### config.mk
export PLATFORM = sky130hd
export DESIGN_NAME = aes_axis_params
export DESIGN_NICKNAME = d
export VERILOG_FILES = /design/src/aes_pkg.sv /design/src/aes_axis_params.sv
export SDC_FILE = /design/constraint.sdc
export NUM_CORES = 1
export LEC_CHECK = 0
export BUFFER_PORTS_ARGS = -buffer_cell sky130_fd_sc_hd__buf_2
export CAP_MARGIN = 0
export CORE_MARGIN = 2
export CORE_UTILIZATION = 50
export CTS_BUF_LIST = sky130_fd_sc_hd__clkbuf_8
export DETAILED_ROUTE_END_ITERATION = 7
export GPL_ROUTABILITY_DRIVEN = 0
export MAX_ROUTING_LAYER = met4
export PLACE_DENSITY = 0.69
export SYNTH_ARGS = -nofsm -noshare
export SYNTH_HDL_FRONTEND = slang
export SYNTH_SLANG_ARGS = --single-unit
### constraint.sdc
create_clock -name clk -period 25.2 [get_ports clk]
set_input_delay 5.04 -clock clk [delete_from_list [all_inputs] [get_ports clk]]
set_output_delay 5.04 -clock clk [all_outputs]
set_load 0.01 [all_outputs]
### src/aes_pkg.sv
`default_nettype none
package aes_pkg;
	// ==========================================
	// Register indices, byte address is index * 4
	localparam logic [7:0] IDX_LAT_ACT  = 8'hc6;
	localparam logic [7:0] IDX_LAT_ENC  = 8'hc7;
	localparam logic [7:0] IDX_ENC_MODE = 8'hc9;
	localparam logic [7:0] IDX_STEPS    = 8'hca;
	localparam logic [7:0] IDX_COIL     = 8'hcc;
	localparam logic [7:0] IDX_LOAD     = 8'hce;
	localparam logic [7:0] IDX_EXT      = 8'hcf;
	localparam logic [7:0] IDX_DRV      = 8'hd0;
	localparam logic [7:0] IDX_ENC_CNT  = 8'hd1;
	localparam logic [7:0] IDX_ENC_RES  = 8'hd2;
	localparam logic [7:0] IDX_DEV_LIM  = 8'hd4;
	localparam logic [7:0] IDX_GROUP    = 8'hd5;
	localparam logic [7:0] IDX_IDLE_DLY = 8'hd6;
	localparam logic [7:0] IDX_SHAFT    = 8'hfb;
	localparam logic [7:0] IDX_UNITS    = 8'hff;
	localparam int         ADDR_W       = 10;
	// ==========================================
	// Field positions
	localparam int EM_A     = 0;
	localparam int EM_B     = 1;
	localparam int EM_N     = 2;
	localparam int EM_IGN   = 3;
	localparam int EM_EVERY = 4;
	localparam int EM_ONCE  = 5;
	localparam int EM_CLR   = 8;
	localparam int EXT_STALL = 0;
	localparam int EXT_DEV   = 1;
	// Synchroniser lanes; driver flag bits 0..6 follow lanes 3..9
	localparam int SY_A    = 0;
	localparam int SY_B    = 1;
	localparam int SY_N    = 2;
	localparam int SY_STALL = 3;
	localparam int SY_LOAD = 10;
	localparam int LOAD_W  = 10;
	localparam int SYN_W   = 20;
	// ==========================================
	// Reset values
	localparam logic [15:0] STEPS_RST    = 16'h00c8;
	localparam logic [8:0]  IDLE_DLY_RST = 9'h0c8;
	localparam logic        UNITS_RST    = 1'h1;
	localparam logic [7:0]  GROUP_RST    = 8'h00;
	// ==========================================
	// Timing
	localparam int CLK_HZ            = 50_000_000;
	localparam int STANDSTILL_CYCLES = 2**20;
	localparam int IDLE_UNIT_MS      = 10;
	localparam int IDLE_UNIT_CYCLES  = CLK_HZ / 1000 * IDLE_UNIT_MS;
	// ==========================================
	// Bus answers and commands
	localparam logic [1:0] RESP_OKAY   = 2'h0;
	localparam logic [1:0] RESP_SLVERR = 2'h2;
	typedef enum logic [2:0] {
		no_cmd               = 3'h0,
		rotate_left_cmd      = 3'h1,
		rotate_right_cmd     = 3'h2,
		motor_halt_cmd       = 3'h3,
		move_to_position_cmd = 3'h4,
		reference_search_cmd = 3'h5
	} aes_cmd_e;
endpackage
`default_nettype wire

### src/aes_axis_params.sv
// Contract
// - Index counts only when A, B and index levels match mode bits 0-2.
// - Mode bit 3 ignores A and B, index line alone qualifies.
// - Mode bit 4 acts on every qualified index event.
// - Mode bit 5 acts once at the next qualified index event.
// - Index latches count and position; mode bit 8 also clears counter.
// - Full steps per revolution, 16 bits, default 200.
// - With zero standby current, coils follow the idle treatment setting.
// - Read-only load measurement, 0 to 1023.
// - Extended flags: stall 1, deviation 2; clear on read or command.
// - Driver flag bit 0 stall, bit 1 overtemperature shutdown.
// - Driver flag bit 2 while overtemperature pre-warning is exceeded.
// - Driver flag bits 3 and 4 show shorts to ground on A, B.
// - Driver flag bits 5 and 6 show open load on A, B.
// - Driver flag bit 7 when no step for 2^20 clocks.
// - Motion commands fan out to axes sharing a nonzero group.
// - Wait idle delay in 10 ms units before standby current; default 200.
// - Shaft invert setting 1 reverses rotation for all motion.
// - Unit mode 0 raw units, 1 pulse units; default 1.
// - Encoder counts per revolution, 16 bits, read and write.
// - Index latch captures position and encoder count, signed 32 bits.
//
// Chosen here: the AXI4-Lite register port.
`timescale 1ns/1ps
`default_nettype none
module aes_axis_params #(
	parameter int STANDSTILL_CYCLES = aes_pkg::STANDSTILL_CYCLES,
	parameter int IDLE_UNIT_CYCLES  = aes_pkg::IDLE_UNIT_CYCLES
) (
	// Clock and reset
	input  wire logic                       clk,
	input  wire logic                       reset,
	// AXI4-Lite slave
	input  wire logic                       s_axi_awvalid,
	output logic                            s_axi_awready,
	input  wire logic [aes_pkg::ADDR_W-1:0] s_axi_awaddr,
	input  wire logic                       s_axi_wvalid,
	output logic                            s_axi_wready,
	input  wire logic [31:0]                s_axi_wdata,
	input  wire logic [3:0]                 s_axi_wstrb,
	output logic                            s_axi_bvalid,
	input  wire logic                       s_axi_bready,
	output logic [1:0]                      s_axi_bresp,
	input  wire logic                       s_axi_arvalid,
	output logic                            s_axi_arready,
	input  wire logic [aes_pkg::ADDR_W-1:0] s_axi_araddr,
	output logic                            s_axi_rvalid,
	input  wire logic                       s_axi_rready,
	output logic [31:0]                     s_axi_rdata,
	output logic [1:0]                      s_axi_rresp,
	// Encoder pins
	input  wire logic                       enc_a,
	input  wire logic                       enc_b,
	input  wire logic                       enc_n,
	// Driver stage status pins
	input  wire logic                       drv_stall,
	input  wire logic                       drv_overtemp,
	input  wire logic                       drv_overtemp_warn,
	input  wire logic                       drv_short_a,
	input  wire logic                       drv_short_b,
	input  wire logic                       drv_open_a,
	input  wire logic                       drv_open_b,
	input  wire logic [aes_pkg::LOAD_W-1:0] drv_load,
	// Motion controller side
	input  wire logic signed [31:0]         actual_position,
	input  wire logic                       step_pulse,
	input  wire logic                       standby_current_zero,
	// Commands
	input  wire logic                       local_cmd_valid,
	input  wire aes_pkg::aes_cmd_e          local_cmd,
	input  wire logic                       peer_cmd_valid,
	input  wire aes_pkg::aes_cmd_e          peer_cmd,
	input  wire logic [7:0]                 peer_group,
	output logic                            motion_cmd_valid,
	output aes_pkg::aes_cmd_e               motion_cmd,
	output logic                            bcast_cmd_valid,
	output aes_pkg::aes_cmd_e               bcast_cmd,
	output logic [7:0]                      bcast_group,
	// Settings and supervision out
	output logic                            deviation_stop,
	output logic [1:0]                      coil_mode,
	output logic                            idle_current,
	output logic                            shaft_invert,
	output logic                            pps_units,
	output logic [15:0]                     steps_per_rev,
	output logic [15:0]                     enc_counts_per_rev
);
	import aes_pkg::*;

	localparam int SC_W = $clog2(STANDSTILL_CYCLES + 1);
	localparam int TK_W = $clog2(IDLE_UNIT_CYCLES + 1);

	// ==========================================
	// State
	typedef struct packed {
		logic [SYN_W-1:0] s1;
		logic [SYN_W-1:0] s2;
		logic [SYN_W-1:0] s3;
		logic [8:0]       enc_mode;
		logic [15:0]      steps;
		logic [1:0]       coil_set;
		logic [1:0]       ext;
		logic [31:0]      enc_cnt;
		logic [15:0]      enc_res;
		logic [15:0]      dev_lim;
		logic [7:0]       group;
		logic [8:0]       idle_dly;
		logic             shaft;
		logic             units;
		logic [31:0]      lat_act;
		logic [31:0]      lat_enc;
		logic             once_armed;
		logic             idx_q;
		logic [SC_W-1:0]  still_cnt;
		logic             still;
		logic [TK_W-1:0]  tick;
		logic [8:0]       idle_units;
		logic             idle;
		logic [1:0]       coil;
		logic             over_q;
		logic             dev_stop;
		logic             mcmd_v;
		aes_cmd_e         mcmd;
		logic             bc_v;
		aes_cmd_e         bc;
		logic [7:0]       bc_grp;
		logic             aw_got;
		logic [7:0]       aw_idx;
		logic             w_got;
		logic [31:0]      w_data;
		logic [3:0]       w_strb;
		logic             aw_rdy;
		logic             w_rdy;
		logic             bvalid;
		logic [1:0]       bresp;
		logic             ar_rdy;
		logic             rvalid;
		logic [31:0]      rdata;
		logic [1:0]       rresp;
	} aes_state_s;

	localparam aes_state_s ST_RST = '{
		steps:    STEPS_RST,
		idle_dly: IDLE_DLY_RST,
		units:    UNITS_RST,
		group:    GROUP_RST,
		mcmd:     no_cmd,
		bc:       no_cmd,
		default:  '0
	};

	aes_state_s r;
	aes_state_s n;

	// ==========================================
	// Register read view
	function automatic logic [32:0] rd_val(input aes_state_s s, input logic [7:0] i);
		logic [32:0] v;
		v = '0;
		case (i)
			IDX_LAT_ACT:  v = {1'b1, s.lat_act};
			IDX_LAT_ENC:  v = {1'b1, s.lat_enc};
			IDX_ENC_MODE: v = {1'b1, 23'h00_0000, s.enc_mode};
			IDX_STEPS:    v = {1'b1, 16'h0000, s.steps};
			IDX_COIL:     v = {1'b1, 30'h0000_0000, s.coil_set};
			IDX_LOAD:     v = {1'b1, 22'h00_0000, s.s2[SY_LOAD +: LOAD_W]};
			IDX_EXT:      v = {1'b1, 30'h0000_0000, s.ext};
			IDX_DRV:      v = {1'b1, 24'h00_0000, s.still, s.s2[SY_STALL +: 7]};
			IDX_ENC_CNT:  v = {1'b1, s.enc_cnt};
			IDX_ENC_RES:  v = {1'b1, 16'h0000, s.enc_res};
			IDX_DEV_LIM:  v = {1'b1, 16'h0000, s.dev_lim};
			IDX_GROUP:    v = {1'b1, 24'h00_0000, s.group};
			IDX_IDLE_DLY: v = {1'b1, 23'h00_0000, s.idle_dly};
			IDX_SHAFT:    v = {1'b1, 31'h0000_0000, s.shaft};
			IDX_UNITS:    v = {1'b1, 31'h0000_0000, s.units};
			default:      v = '0;
		endcase
		return v;
	endfunction

	logic              qual;
	logic              act;
	logic [1:0]        ab_old;
	logic [1:0]        ab_now;
	logic signed [32:0] diff;
	logic [32:0]       mag;
	logic              over;
	logic [1:0]        ext_set;
	logic [1:0]        ext_clr;
	logic [32:0]       old_v;
	logic [31:0]       wm;
	logic [32:0]       rv;

	// ==========================================
	// Next state
	always_comb begin
		n = r;
		qual = 1'b0;
		act = 1'b0;
		ab_old = {r.s3[SY_A], r.s3[SY_B]};
		ab_now = {r.s2[SY_A], r.s2[SY_B]};
		diff = 33'(actual_position) - 33'($signed(r.enc_cnt));
		mag = diff[32] ? 33'(-diff) : 33'(diff);
		over = 1'b0;
		ext_set = 2'b00;
		ext_clr = 2'b00;
		old_v = '0;
		wm = '0;
		rv = '0;
		// Load lanes may tear while changing; single-word use only
		n.s1 = {drv_load, drv_open_b, drv_open_a, drv_short_b, drv_short_a,
			drv_overtemp_warn, drv_overtemp, drv_stall, enc_n, enc_b, enc_a};
		n.s2 = r.s1;
		n.s3 = r.s2;
		n.dev_stop = 1'b0;
		n.mcmd_v = 1'b0;
		n.bc_v = 1'b0;

		if (^(ab_now ^ ab_old)) begin
			if (ab_old[1] ~^ ab_now[0])
				n.enc_cnt = r.enc_cnt + 32'h0000_0001;
			else
				n.enc_cnt = r.enc_cnt - 32'h0000_0001;
		end

		qual = (r.s2[SY_N] == r.enc_mode[EM_N]) && (r.enc_mode[EM_IGN] ||
			(r.s2[SY_A] == r.enc_mode[EM_A] && r.s2[SY_B] == r.enc_mode[EM_B]));
		n.idx_q = qual;
		act = qual && !r.idx_q && (r.enc_mode[EM_EVERY] || r.once_armed);
		if (act) begin
			n.once_armed = 1'b0;
			n.lat_act = actual_position;
			n.lat_enc = r.enc_cnt;
			if (r.enc_mode[EM_CLR])
				n.enc_cnt = 32'h0000_0000;
		end

		if (step_pulse)
			n.still_cnt = '0;
		else if (r.still_cnt != SC_W'(STANDSTILL_CYCLES))
			n.still_cnt = r.still_cnt + SC_W'(1);
		n.still = (n.still_cnt == SC_W'(STANDSTILL_CYCLES));

		// idle delay in 10 ms units
		if (step_pulse) begin
			n.tick = '0;
			n.idle_units = 9'h000;
		end else if (r.tick == TK_W'(IDLE_UNIT_CYCLES - 1)) begin
			n.tick = '0;
			if (r.idle_units != 9'h1ff)
				n.idle_units = r.idle_units + 9'h001;
		end else begin
			n.tick = r.tick + TK_W'(1);
		end
		n.idle = !step_pulse && (n.idle_units >= r.idle_dly);
		n.coil = (n.idle && standby_current_zero) ? r.coil_set : 2'b00;

		over = (r.dev_lim != 16'h0000) && (mag > 33'(r.dev_lim));
		n.over_q = over;
		if (over && !r.over_q) begin
			n.dev_stop = 1'b1;
			ext_set[EXT_DEV] = 1'b1;
		end
		if (r.s2[SY_STALL] && !r.s3[SY_STALL])
			ext_set[EXT_STALL] = 1'b1;

		// group fan-out; a local command wins the cycle
		if (local_cmd_valid) begin
			n.mcmd_v = 1'b1;
			n.mcmd = local_cmd;
			if (r.group != 8'h00) begin
				n.bc_v = 1'b1;
				n.bc = local_cmd;
				n.bc_grp = r.group;
			end
		end else if (peer_cmd_valid && r.group != 8'h00 && peer_group == r.group) begin
			n.mcmd_v = 1'b1;
			n.mcmd = peer_cmd;
		end
		if (n.mcmd_v)
			ext_clr = 2'b11;

		// ==========================================
		// Write channel
		if (r.bvalid && s_axi_bready)
			n.bvalid = 1'b0;
		if (s_axi_awvalid && r.aw_rdy) begin
			n.aw_got = 1'b1;
			n.aw_idx = s_axi_awaddr[ADDR_W-1:2];
		end
		if (s_axi_wvalid && r.w_rdy) begin
			n.w_got = 1'b1;
			n.w_data = s_axi_wdata;
			n.w_strb = s_axi_wstrb;
		end
		if (n.aw_got && n.w_got && !n.bvalid) begin
			n.aw_got = 1'b0;
			n.w_got = 1'b0;
			n.bvalid = 1'b1;
			n.bresp = RESP_OKAY;
			old_v = rd_val(r, n.aw_idx);
			for (int k = 0; k < 4; k++) begin
				wm[8*k +: 8] = n.w_strb[k] ? n.w_data[8*k +: 8] : old_v[8*k +: 8];
			end
			// Software write wins over same-cycle count, index clear or one-shot disarm
			case (n.aw_idx)
				IDX_ENC_MODE: begin
					// all nine bits stored as written
					n.enc_mode = wm[8:0];
					n.once_armed = wm[EM_ONCE];
				end
				IDX_STEPS:    n.steps = wm[15:0];
				IDX_COIL:     n.coil_set = wm[1:0];
				IDX_ENC_CNT:  n.enc_cnt = wm;
				IDX_ENC_RES:  n.enc_res = wm[15:0];
				IDX_DEV_LIM:  n.dev_lim = wm[15:0];
				IDX_GROUP:    n.group = wm[7:0];
				IDX_IDLE_DLY: n.idle_dly = wm[8:0];
				IDX_SHAFT:    n.shaft = wm[0];
				IDX_UNITS:    n.units = wm[0];
				default:      n.bresp = RESP_SLVERR;
			endcase
		end
		n.aw_rdy = !n.aw_got && !n.bvalid;
		n.w_rdy = !n.w_got && !n.bvalid;

		// ==========================================
		// Read channel
		if (r.rvalid && s_axi_rready)
			n.rvalid = 1'b0;
		if (s_axi_arvalid && r.ar_rdy) begin
			rv = rd_val(r, s_axi_araddr[ADDR_W-1:2]);
			n.rvalid = 1'b1;
			n.rdata = rv[31:0];
			n.rresp = rv[32] ? RESP_OKAY : RESP_SLVERR;
			if (s_axi_araddr[ADDR_W-1:2] == IDX_EXT)
				ext_clr = 2'b11;
		end
		n.ar_rdy = !n.rvalid;

		// A new event beats a same-cycle clear
		n.ext = (r.ext & ~ext_clr) | ext_set;
	end

	always_ff @(posedge clk or posedge reset) begin
		if (reset)
			r <= ST_RST;
		else
			r <= n;
	end

	// ==========================================
	// Outputs
	assign s_axi_awready      = r.aw_rdy;
	assign s_axi_wready       = r.w_rdy;
	assign s_axi_bvalid       = r.bvalid;
	assign s_axi_bresp        = r.bresp;
	assign s_axi_arready      = r.ar_rdy;
	assign s_axi_rvalid       = r.rvalid;
	assign s_axi_rdata        = r.rdata;
	assign s_axi_rresp        = r.rresp;
	assign motion_cmd_valid   = r.mcmd_v;
	assign motion_cmd         = r.mcmd;
	assign bcast_cmd_valid    = r.bc_v;
	assign bcast_cmd          = r.bc;
	assign bcast_group        = r.bc_grp;
	assign deviation_stop     = r.dev_stop;
	assign coil_mode          = r.coil;
	assign idle_current       = r.idle;
	assign shaft_invert       = r.shaft;
	assign pps_units          = r.units;
	assign steps_per_rev      = r.steps;
	assign enc_counts_per_rev = r.enc_res;
endmodule // aes_axis_params
`default_nettype wire

# ---- Word level (Yosys, flattened, before mapping)
# Cells that the tools add are included.
# W data, S select, Z words.
dict set report word_totals {
  regBits 380
  latch_bits 0
  ramBits 0
  rom_bits 0
  input_bits 133
  output_inout_bits 95
  elab_cells 190
  n_memories 0
}
dict set report classes {
  add_sub_neg 7
  multipliers 0
  div 0
  order_cmp 2
  eq_ne 35
  shift 0
  mux 49
  bitwise_logic 5
  n_reduce_logical 46
}
# op n
set op_table {}
lappend op_table {{$pmux W33 S15} 1}
lappend op_table {{$pmux W32 S9} 1}
lappend op_table {{$eq A8 B8 Y1 const B} 25}
lappend op_table {{$mux W32} 5}
lappend op_table {{$mux W83} 1}
lappend op_table {{$mux W33} 2}
lappend op_table {{$mux W21} 2}
lappend op_table {{$mux W8} 5}
lappend op_table {{$mux W37} 1}
lappend op_table {{$mux W9} 4}
lappend op_table {{$mux W35} 1}
lappend op_table {{$gt A33 B16 Y1} 1}
lappend op_table {{$neg A33 Y33} 1}
lappend op_table {{$sub A32 B32 Y33} 1}
lappend op_table {{$add A32 B1 Y32 const B} 1}
lappend op_table {{$mux W16} 2}
lappend op_table {{$sub A32 B1 Y32 const B} 1}
lappend op_table {{$mux W28} 1}
lappend op_table {{$mux W12} 2}
lappend op_table {{$add A21 B1 Y21 const B} 1}
lappend op_table {{$eq A21 B21 Y1 const B} 1}
lappend op_table {{$ne A21 B21 Y1 const B} 1}
lappend op_table {{$logic_and A1 B1 Y1} 20}
lappend op_table {{$reduce_and A2 Y1} 10}
lappend op_table {{25 further kinds} 53}

# ---- Longest topological paths before layout
# Gate-level depths: netlist of the first run.
dict set report logic_depth {
  depth_word 11
  depth_mapped 28
  ltp_nobuf 26
}

# ---- Worst setup path before layout of the first run
# No wires, ideal clock.
dict set report synth_path {
  path_type {input -> register}
  from {in actual_position[0]}
  to {reg r[308] (netlist name)}
  setup_ps 124
  arrival_ps 9585
  required_ps 25076
  setup_slack_ps 15490
  path_stages 26
  n_path_buf 3
  cell_sequence {inv_1 ha_1 fa_1 nor2b_4 o31a_1 buf_6 o2111ai_1 a2111oi_2 o21bai_1 a2bb2oi_1 clkbuf_1 buf_1 a21oi_1 xnor2_1 ha_1 a21o_1 a21o_1 a21oi_1 a21oi_1 o221ai_1 a31oi_1 a211oi_1 nand4_1 nor4_1 a31o_2 o22ai_2}
}
# element line
set synth_rtl {}
lappend synth_rtl {{start, declared} aes_axis_params.sv:65} ;# input wire logic signed [31:0] actual_position,
lappend synth_rtl {{end signal, assigned} aes_axis_params.sv:349} ;# r <= n;
lappend synth_rtl {{end, declared} aes_axis_params.sv:152} ;# aes_state_s r;

==> results.tsv, run 1 <==
metric	value	unit
HPWL after DPL	48.2	mm
Hold Path Class	reg2reg	
number of setup buffers added after CTS	0	
CTS Buffer Depth	3	
CTS resizes	0	
multi-input logic area	11400	um^2
layout cell share with drive strength beyond 1	21.7	%
H-tree depth	3	
unrepaired setup endpoints after global routing	false	
final hold viol count	0	
Tmin final	9.99	ns
vias in the first global route	18600	
drt pass-1 iters	8	
register area	9440	um^2
Syn Area/Cell	9.70	um^2
Worst Path Required	25.72	ns
# setup viols final	0	
fmax	100	MHz
setup TNS	0	ns
Max FO, Critical Path	11	
#FFs+latches synth	377	
synth top area cells	dfrtp_1 42%, mux2_2 6.8%, ha_1 5.2%	
initial antenna violation count	6	
# fillers	3861	
CP Launch Type	input port	
root buffer cell	clkbuf_8	
Initial Util	50.4	%
Synth area leader	dfrtp_1	
die area	46000	um^2
Sink Count	377	
CTS Buf Count	68	
CTS clk-pin slew, worst paths	0.06	ns
relative slew slack	20.0	%
Unique masters post-synth	98	
IO Pins	228	
drt drc	1	
Detail Route Antenna Nets	0	
Tcrit/Tclk final	39.6	%
kind of critical path	in2reg	
Die W	214	um
Crit. End Element	flop	
leading cell type in the layout, fill and taps excluded	dfrtp_1	
VDD IR max	0.0434	mV
First DRT Iteration DRCs	2283	
sequential share of the synthesized area	42.7	%
area of the core	43900	um^2
fin util	56.2	%
gr usage total	29.7	%
R2R depth	20	
pwr dens	117	nW/um^2
Yosys top cell area share	41.8	%
failing checks	DRC	
status	finished, violations left	
Worst Path Arrival	10.51	ns
number of buffers added on ports	221	
Area growth syn-to-layout	11.6	%
most frequent cells in the layout	370 x dfrtp_1, 221 x buf_2, 198 x nand2_1	
Row Count	77	
Overflow after GRT	0	
Worst Skew	0.0441	ns
post-synthesis async set-or-reset flop share	100	%
nets	2648	
Post-synth EDFFs	0	
first-pass GRT wire length	105	mm
final max-slew violation count	0	
drt wl/cell	21.6	um
Synth Flop Type	dfrtp_1	
total power	0.00290	W
Leak	11.6	nW
via/cell ratio	6.10	
Worst Max-Slew Pin Slew	1.20	ns
largest net degree at the start of global routing	161	
die height	214	um
max-cap violation count	0	
hold buffers post-CTS	0	
Synth Cell Area	22100	um^2
Yosys warning count	0	
Syn Inst Count	2283	
hold depth	0	
CTS tree	done	
via count	18700	
worst-skew pair later-pin latency	0.65	ns
final WL	66.4	mm
==> Yosys cell counts (all sizes together), types with 6 or more instances <==
cell	count
and3	14
nor3	41
o2111ai	8
or2	11
a22oi	27
nand3	57
nand2b	19
and2	14
o211ai	7
a22o	24
clkbuf	82
o311ai	6
nor2	180
buf	102
nand2	199
or3	9
and4	6
dfrtp	370
o21ai	115
o21a	12
a221o	7
nor2b	11
mux2i	35
a222oi	36
inv	109
o221ai	6
ha	92
a31oi	25
nor4	34
nand4	28
a32oi	7
a21oi	161
o22ai	16
mux2	133
a211oi	8
xnor2	63
a221oi	26
a21o	32
dfstp	7
xor2	59
o21bai	14
a211o	6
==> registers in the layout, indices dropped and copies added, names as in the netlist, 2 cells and up <==
name	cells
ab_now	2
ab_old	2
bcast_cmd	3
bcast_group	8
coil_mode	2
enc_counts_per_rev	16
motion_cmd	3
n	38
r	242
s_axi_rdata	32
steps_per_rev	16
==> routing by layer <==
metal | part of all wire (%) | routed length [um] | global-route usage [%] | up-vias
li1 | - | - | - | 8514
met3 | 9.6 | 6380 | 6.26 | 146
met2 | 44 | 29200 | 42.9 | 900
met4 | 3.5 | 2360 | 13.1 | 0
met1 | 43 | 28500 | 40.4 | 9172
met5 | 0 | 0 | - | -
==> worst max-delay path, cell delays in order <==
cell and delay (ns):
buf_2 0.09, inv_1 0.04, ha_1 0.22, fa_1 0.44, nor2b_4 0.16, o31a_1 0.43
o21ba_1 0.24, a32oi_1 0.14, a2111oi_4 0.54, nand4_4 0.24, or2_2 0.40, o21ai_0 0.22
xnor2_1 0.16, ha_1 0.29, a211o_1 0.33, a211oi_1 0.28, a31oi_1 0.22, a211oi_1 0.22
nand4_1 0.14, nor4_1 0.26, a31o_2 0.28, o22ai_2 0.09
==> kinds of logic after synthesis <==
group	synth area share, %
buffers and inverters	6.52
AND/OR/NAND/NOR	14.1
other	0.0169
flip-flops	42.7
adder cells (fa/ha/maj)	5.38
XOR/XNOR	4.86
AO/OA/AOI/OAI	18.1
multiplexers	8.35
==> through the flow <==
| stage | instances | setup WS (ns) | area (um^2) | hold WS (ns) |
|---|---|---|---|---|
| 3_5_place_dp | 2943 | 14.71 | 23300 | 0.336 |
| 5_1_grt | 3069 | 14.96 | 24700 | 0.353 |
| 6_report | 3070 | 15.21 | 24700 | 0.347 |
| 2_1_floorplan | 2284 | 9.70 | 22100 | 0.331 |
| 4_1_cts | 3063 | 15.40 | 24700 | 0.347 |
| 3_3_place_gp | 2943 | 14.84 | 23300 | 0.335 |
==> power breakdown <==
| group | internal, W | switching [W] |
|---|---|---|
| Sequential | 0.000770 | 0.000170 |
| Combinational | 0.000549 | 0.000822 |
| Clock | 0.000327 | 0.000266 |
| Total | 0.00165 | 0.00126 |
==> final timing paths <==
kind / end / slack (ns) / start
min: n[339] / 0.35 / n[359]
min in group asynchronous: r[76] / 4.64 / reset
max in group asynchronous: r[120] / 18.98 / reset
min reg2reg: n[339] / 0.35 / n[359]
max: r[308] / 15.21 / actual_position[0]
max reg2reg: r[308] / 19.01 / r[275]
==> cell type report <==
cell class,instances,share of cell area [%]
Clock buffer,85,4.73
Clock inverter,35,0.911
Inverter,109,1.69
Timing Repair Buffer,251,5.44
Tap cell,592,3.00
Sequential cell,377,38.2
Antenna cell,7,0.0709
Multi-Input combinational cell,1614,45.9
(Power assumes the default switching activity.)
==> run 2, diff against run 1 <==
- ABC_AREA: unset -> 1
- PLACE_DENSITY: 0.69 -> 0.72
- clock period: 25.2 -> 9 ns (I/O delays scaled with it)
==> run 2 against run 1 <==
Compared with the run above: the run now ends clean; combinational power increased to 2.8 times the previous value; routed wire length up 8.2%; critical path depth is 15 higher; register-to-register slack got worse by 15 ns; largest cell class unchanged.
==> results.tsv, run 2 <==
metric	value	unit	change
synth top area cells	dfrtp_1 39%, nand2_1 15%, inv_1 7.0%		
multiplexer area fraction after synthesis	0.126	%	-8.2 points
die height	222	um	+3.6%
Tcrit/Tclk final	63.1	%	
hold buffers post-CTS	0		unchanged
CTS clk-pin slew, worst paths	0.06	ns	about the same
post-synthesis async set-or-reset flop share	100	%	unchanged
status	complete, no violations		
Unique masters post-synth	63		-36%
total power	0.00757	W	+160%
Synth area leader	dfrtp_1		
kind of critical path	in2reg		
Leak	13.5	nW	+16%
Overflow after GRT	0		unchanged
Die W	222	um	+3.6%
HPWL after DPL	55.0	mm	+14%
worst-skew pair later-pin latency	0.66	ns	about the same
Row Count	79		+2.6%
number of buffers added on ports	221		unchanged
CTS resizes	0		unchanged
via/cell ratio	5.47		-10%
nets	3667		+38%
most frequent CP cell	nand2_1		
final WL	71.8	mm	+8.2%
top cells by count, synth	952 x nand2_1, 441 x inv_1, 370 x dfrtp_1		
Adder-Cell Fraction of Synth Area	5.00	%	-0.38 points
drt wl/cell	17.5	um	-19%
Crit. End Element	flop		
Yosys warning count	0		unchanged
worst stage delay on the critical path	0.38	ns	-0.16 ns
pwr dens	289	nW/um^2	+150%
Syn Area/Cell	7.23	um^2	-25%
Max FO, Critical Path	31		+20
Worst Max-Slew Pin Slew	1.14	ns	-0.0582 ns
area of the core	46800	um^2	+6.4%
# fillers	4441		+15%
post-synthesis compound-gate area fraction	14.0	%	-4.1 points
max reg flops	242		unchanged
root buffer cell	clkbuf_8		
setup TNS	0	ns	unchanged
most frequent cells in the layout	951 x nand2_1, 462 x inv_1, 370 x dfrtp_1		
WP buf/inv	5		+3
leading cell type in the layout, fill and taps excluded	nand2_1		
CTS Buf Count	68		unchanged
fin area	26200	um^2	+6.1%
max-cap violation count	0		unchanged
Post-synth EDFFs	0		unchanged
Area growth syn-to-layout	10.1	%	
CP Launch Type	input port		
unrepaired setup endpoints after global routing	false		
Tmin final	5.68	ns	
CTS tree	done		
VDD IR max	0.162	mV	+270%
layout cell share with drive strength beyond 1	13.2	%	-8.6 points
Sink Count	377		unchanged
Worst Path Arrival	6.19	ns	-4.32 ns
IO Pins	228		unchanged
# setup viols final	0		unchanged
Initial Util	50.9	%	+0.54 points
First DRT Iteration DRCs	2608		+14%
via count	22400		+20%
drt drc	0		-1
Syn Inst Count	3294		+44%
fmax	176	MHz	
CTS Buffer Depth	3		unchanged
relative slew slack	23.9	%	+3.9 points
vias in the first global route	20900		+13%
top-count cell post-synth	nand2_1		
register area	9440	um^2	unchanged
Hold Path Class	reg2reg		
multi-input logic area	11700	um^2	+2.8%
drt pass-1 iters	8		unchanged
main combinational cell family by area after synthesis	simple AND/OR/NAND/NOR gates		
largest net degree at the start of global routing	159		-1.2%
#FFs+latches synth	377		unchanged
Yosys top cell area share	38.9	%	-2.9 points
number of setup buffers added after CTS	0		unchanged
first-pass GRT wire length	112	mm	+7.5%
gr usage total	29.8	%	+0.044 points
Top delay family on crit path	simple AND/OR/NAND/NOR gates		
Worst Skew	0.0588	ns	+0.0147 ns
Reg with most FFs	r		
Cell Area, Placed	24900	um^2	+6.9%
final hold viol count	0		unchanged
Post-Synth Simple-Gate Area	28.2	%	+14 points
Detail Route Antenna Nets	0		unchanged
initial antenna violation count	3		-3
final max-slew violation count	0		unchanged
Final WS setup	3.32	ns	-11.89 ns
die area	49400	um^2	+7.4%
Worst Path Required	9.51	ns	-16.21 ns
slowest CP cell	fa_1		
Synth Flop Type	dfrtp_1		
Synth Cell Area	23800	um^2	+7.6%
Synth Area in XOR/XNOR	1.54	%	-3.3 points
minimum setup slack after placement	2.71	ns	-12.00 ns
H-tree depth	3		unchanged
sequential share of the synthesized area	39.7	%	-3.0 points
run 2: stage by stage:
stage	cells	util (%)	hold slack (ns)
after global placement	3977	53.3	0.334
after CTS	4091	56.1	0.342
after floorplan	3295	-	0.331
after global routing	4093	56.1	0.353
final	4093	56.1	0.333
after detailed placement	3977	53.3	0.335
run 2: layout make-up:
type,count,share of cell area [%]
Inverter,479,6.88
Clock buffer,81,4.25
Clock inverter,33,0.745
Timing Repair Buffer,233,4.66
Antenna cell,2,0.0191
Tap cell,607,2.90
Multi-Input combinational cell,2281,44.5
Sequential cell,377,36.0
run 2: final timing paths:
| check | cells past startpoint | endpoint | start | slack (ns) |
|---|---|---|---|---|
| worst max-delay path | 37 | r[308] | actual_position[0] | 3.32 |
| worst min-delay path | 0 | n[340] | n[360] | 0.33 |
| worst min register to register | 0 | n[340] | n[360] | 0.33 |
| max in group asynchronous | 4 | s_axi_rdata[30] | reset | 6.18 |
| worst max register to register | 35 | r[308] | r[275] | 4.10 |
| min in group asynchronous | 3 | r[138] | reset | 1.39 |
run 2: per-layer routing:
metal  track usage [%]  up-vias  routed length [um]
li1                  -    10900                   -
met3              6.19      159                6470
met1              40.3    10400               31300
met5                 -        -                   0
met4              10.6        0                2480
met2              44.3      939               31600
run 2: report_power, final:
group	internal [W]	leakage, nW	switching (W)
Combinational	0.00119	8.18	0.00259
Sequential	0.00200	4.55	0.000202
Clock	0.000868	0.752	0.000717
Total	0.00406	13.5	0.00351
run 2: cells by family after synthesis:
kind of cell             count (synthesis)
flip-flops                             377
buffers and inverters                  637
XOR/XNOR                                42
AND/OR/NAND/NOR                       1575
adder cells (fa/ha/maj)                 94
AO/OA/AOI/OAI                          565
multiplexers                             3
other                                    1
run 2: worst reg2reg max path: cells and delay by family (launching register included):
family / cells / cell delay [ns]
xor gates and xnor gates: 1 / 0.14
buffers and inverters: 3 / 0.53
adders and majority gates: 3 / 0.95
AOI/OAI and AO/OA: 2 / 0.32
and+or+nand+nor: 26 / 2.38
DFF: 1 / 0.49
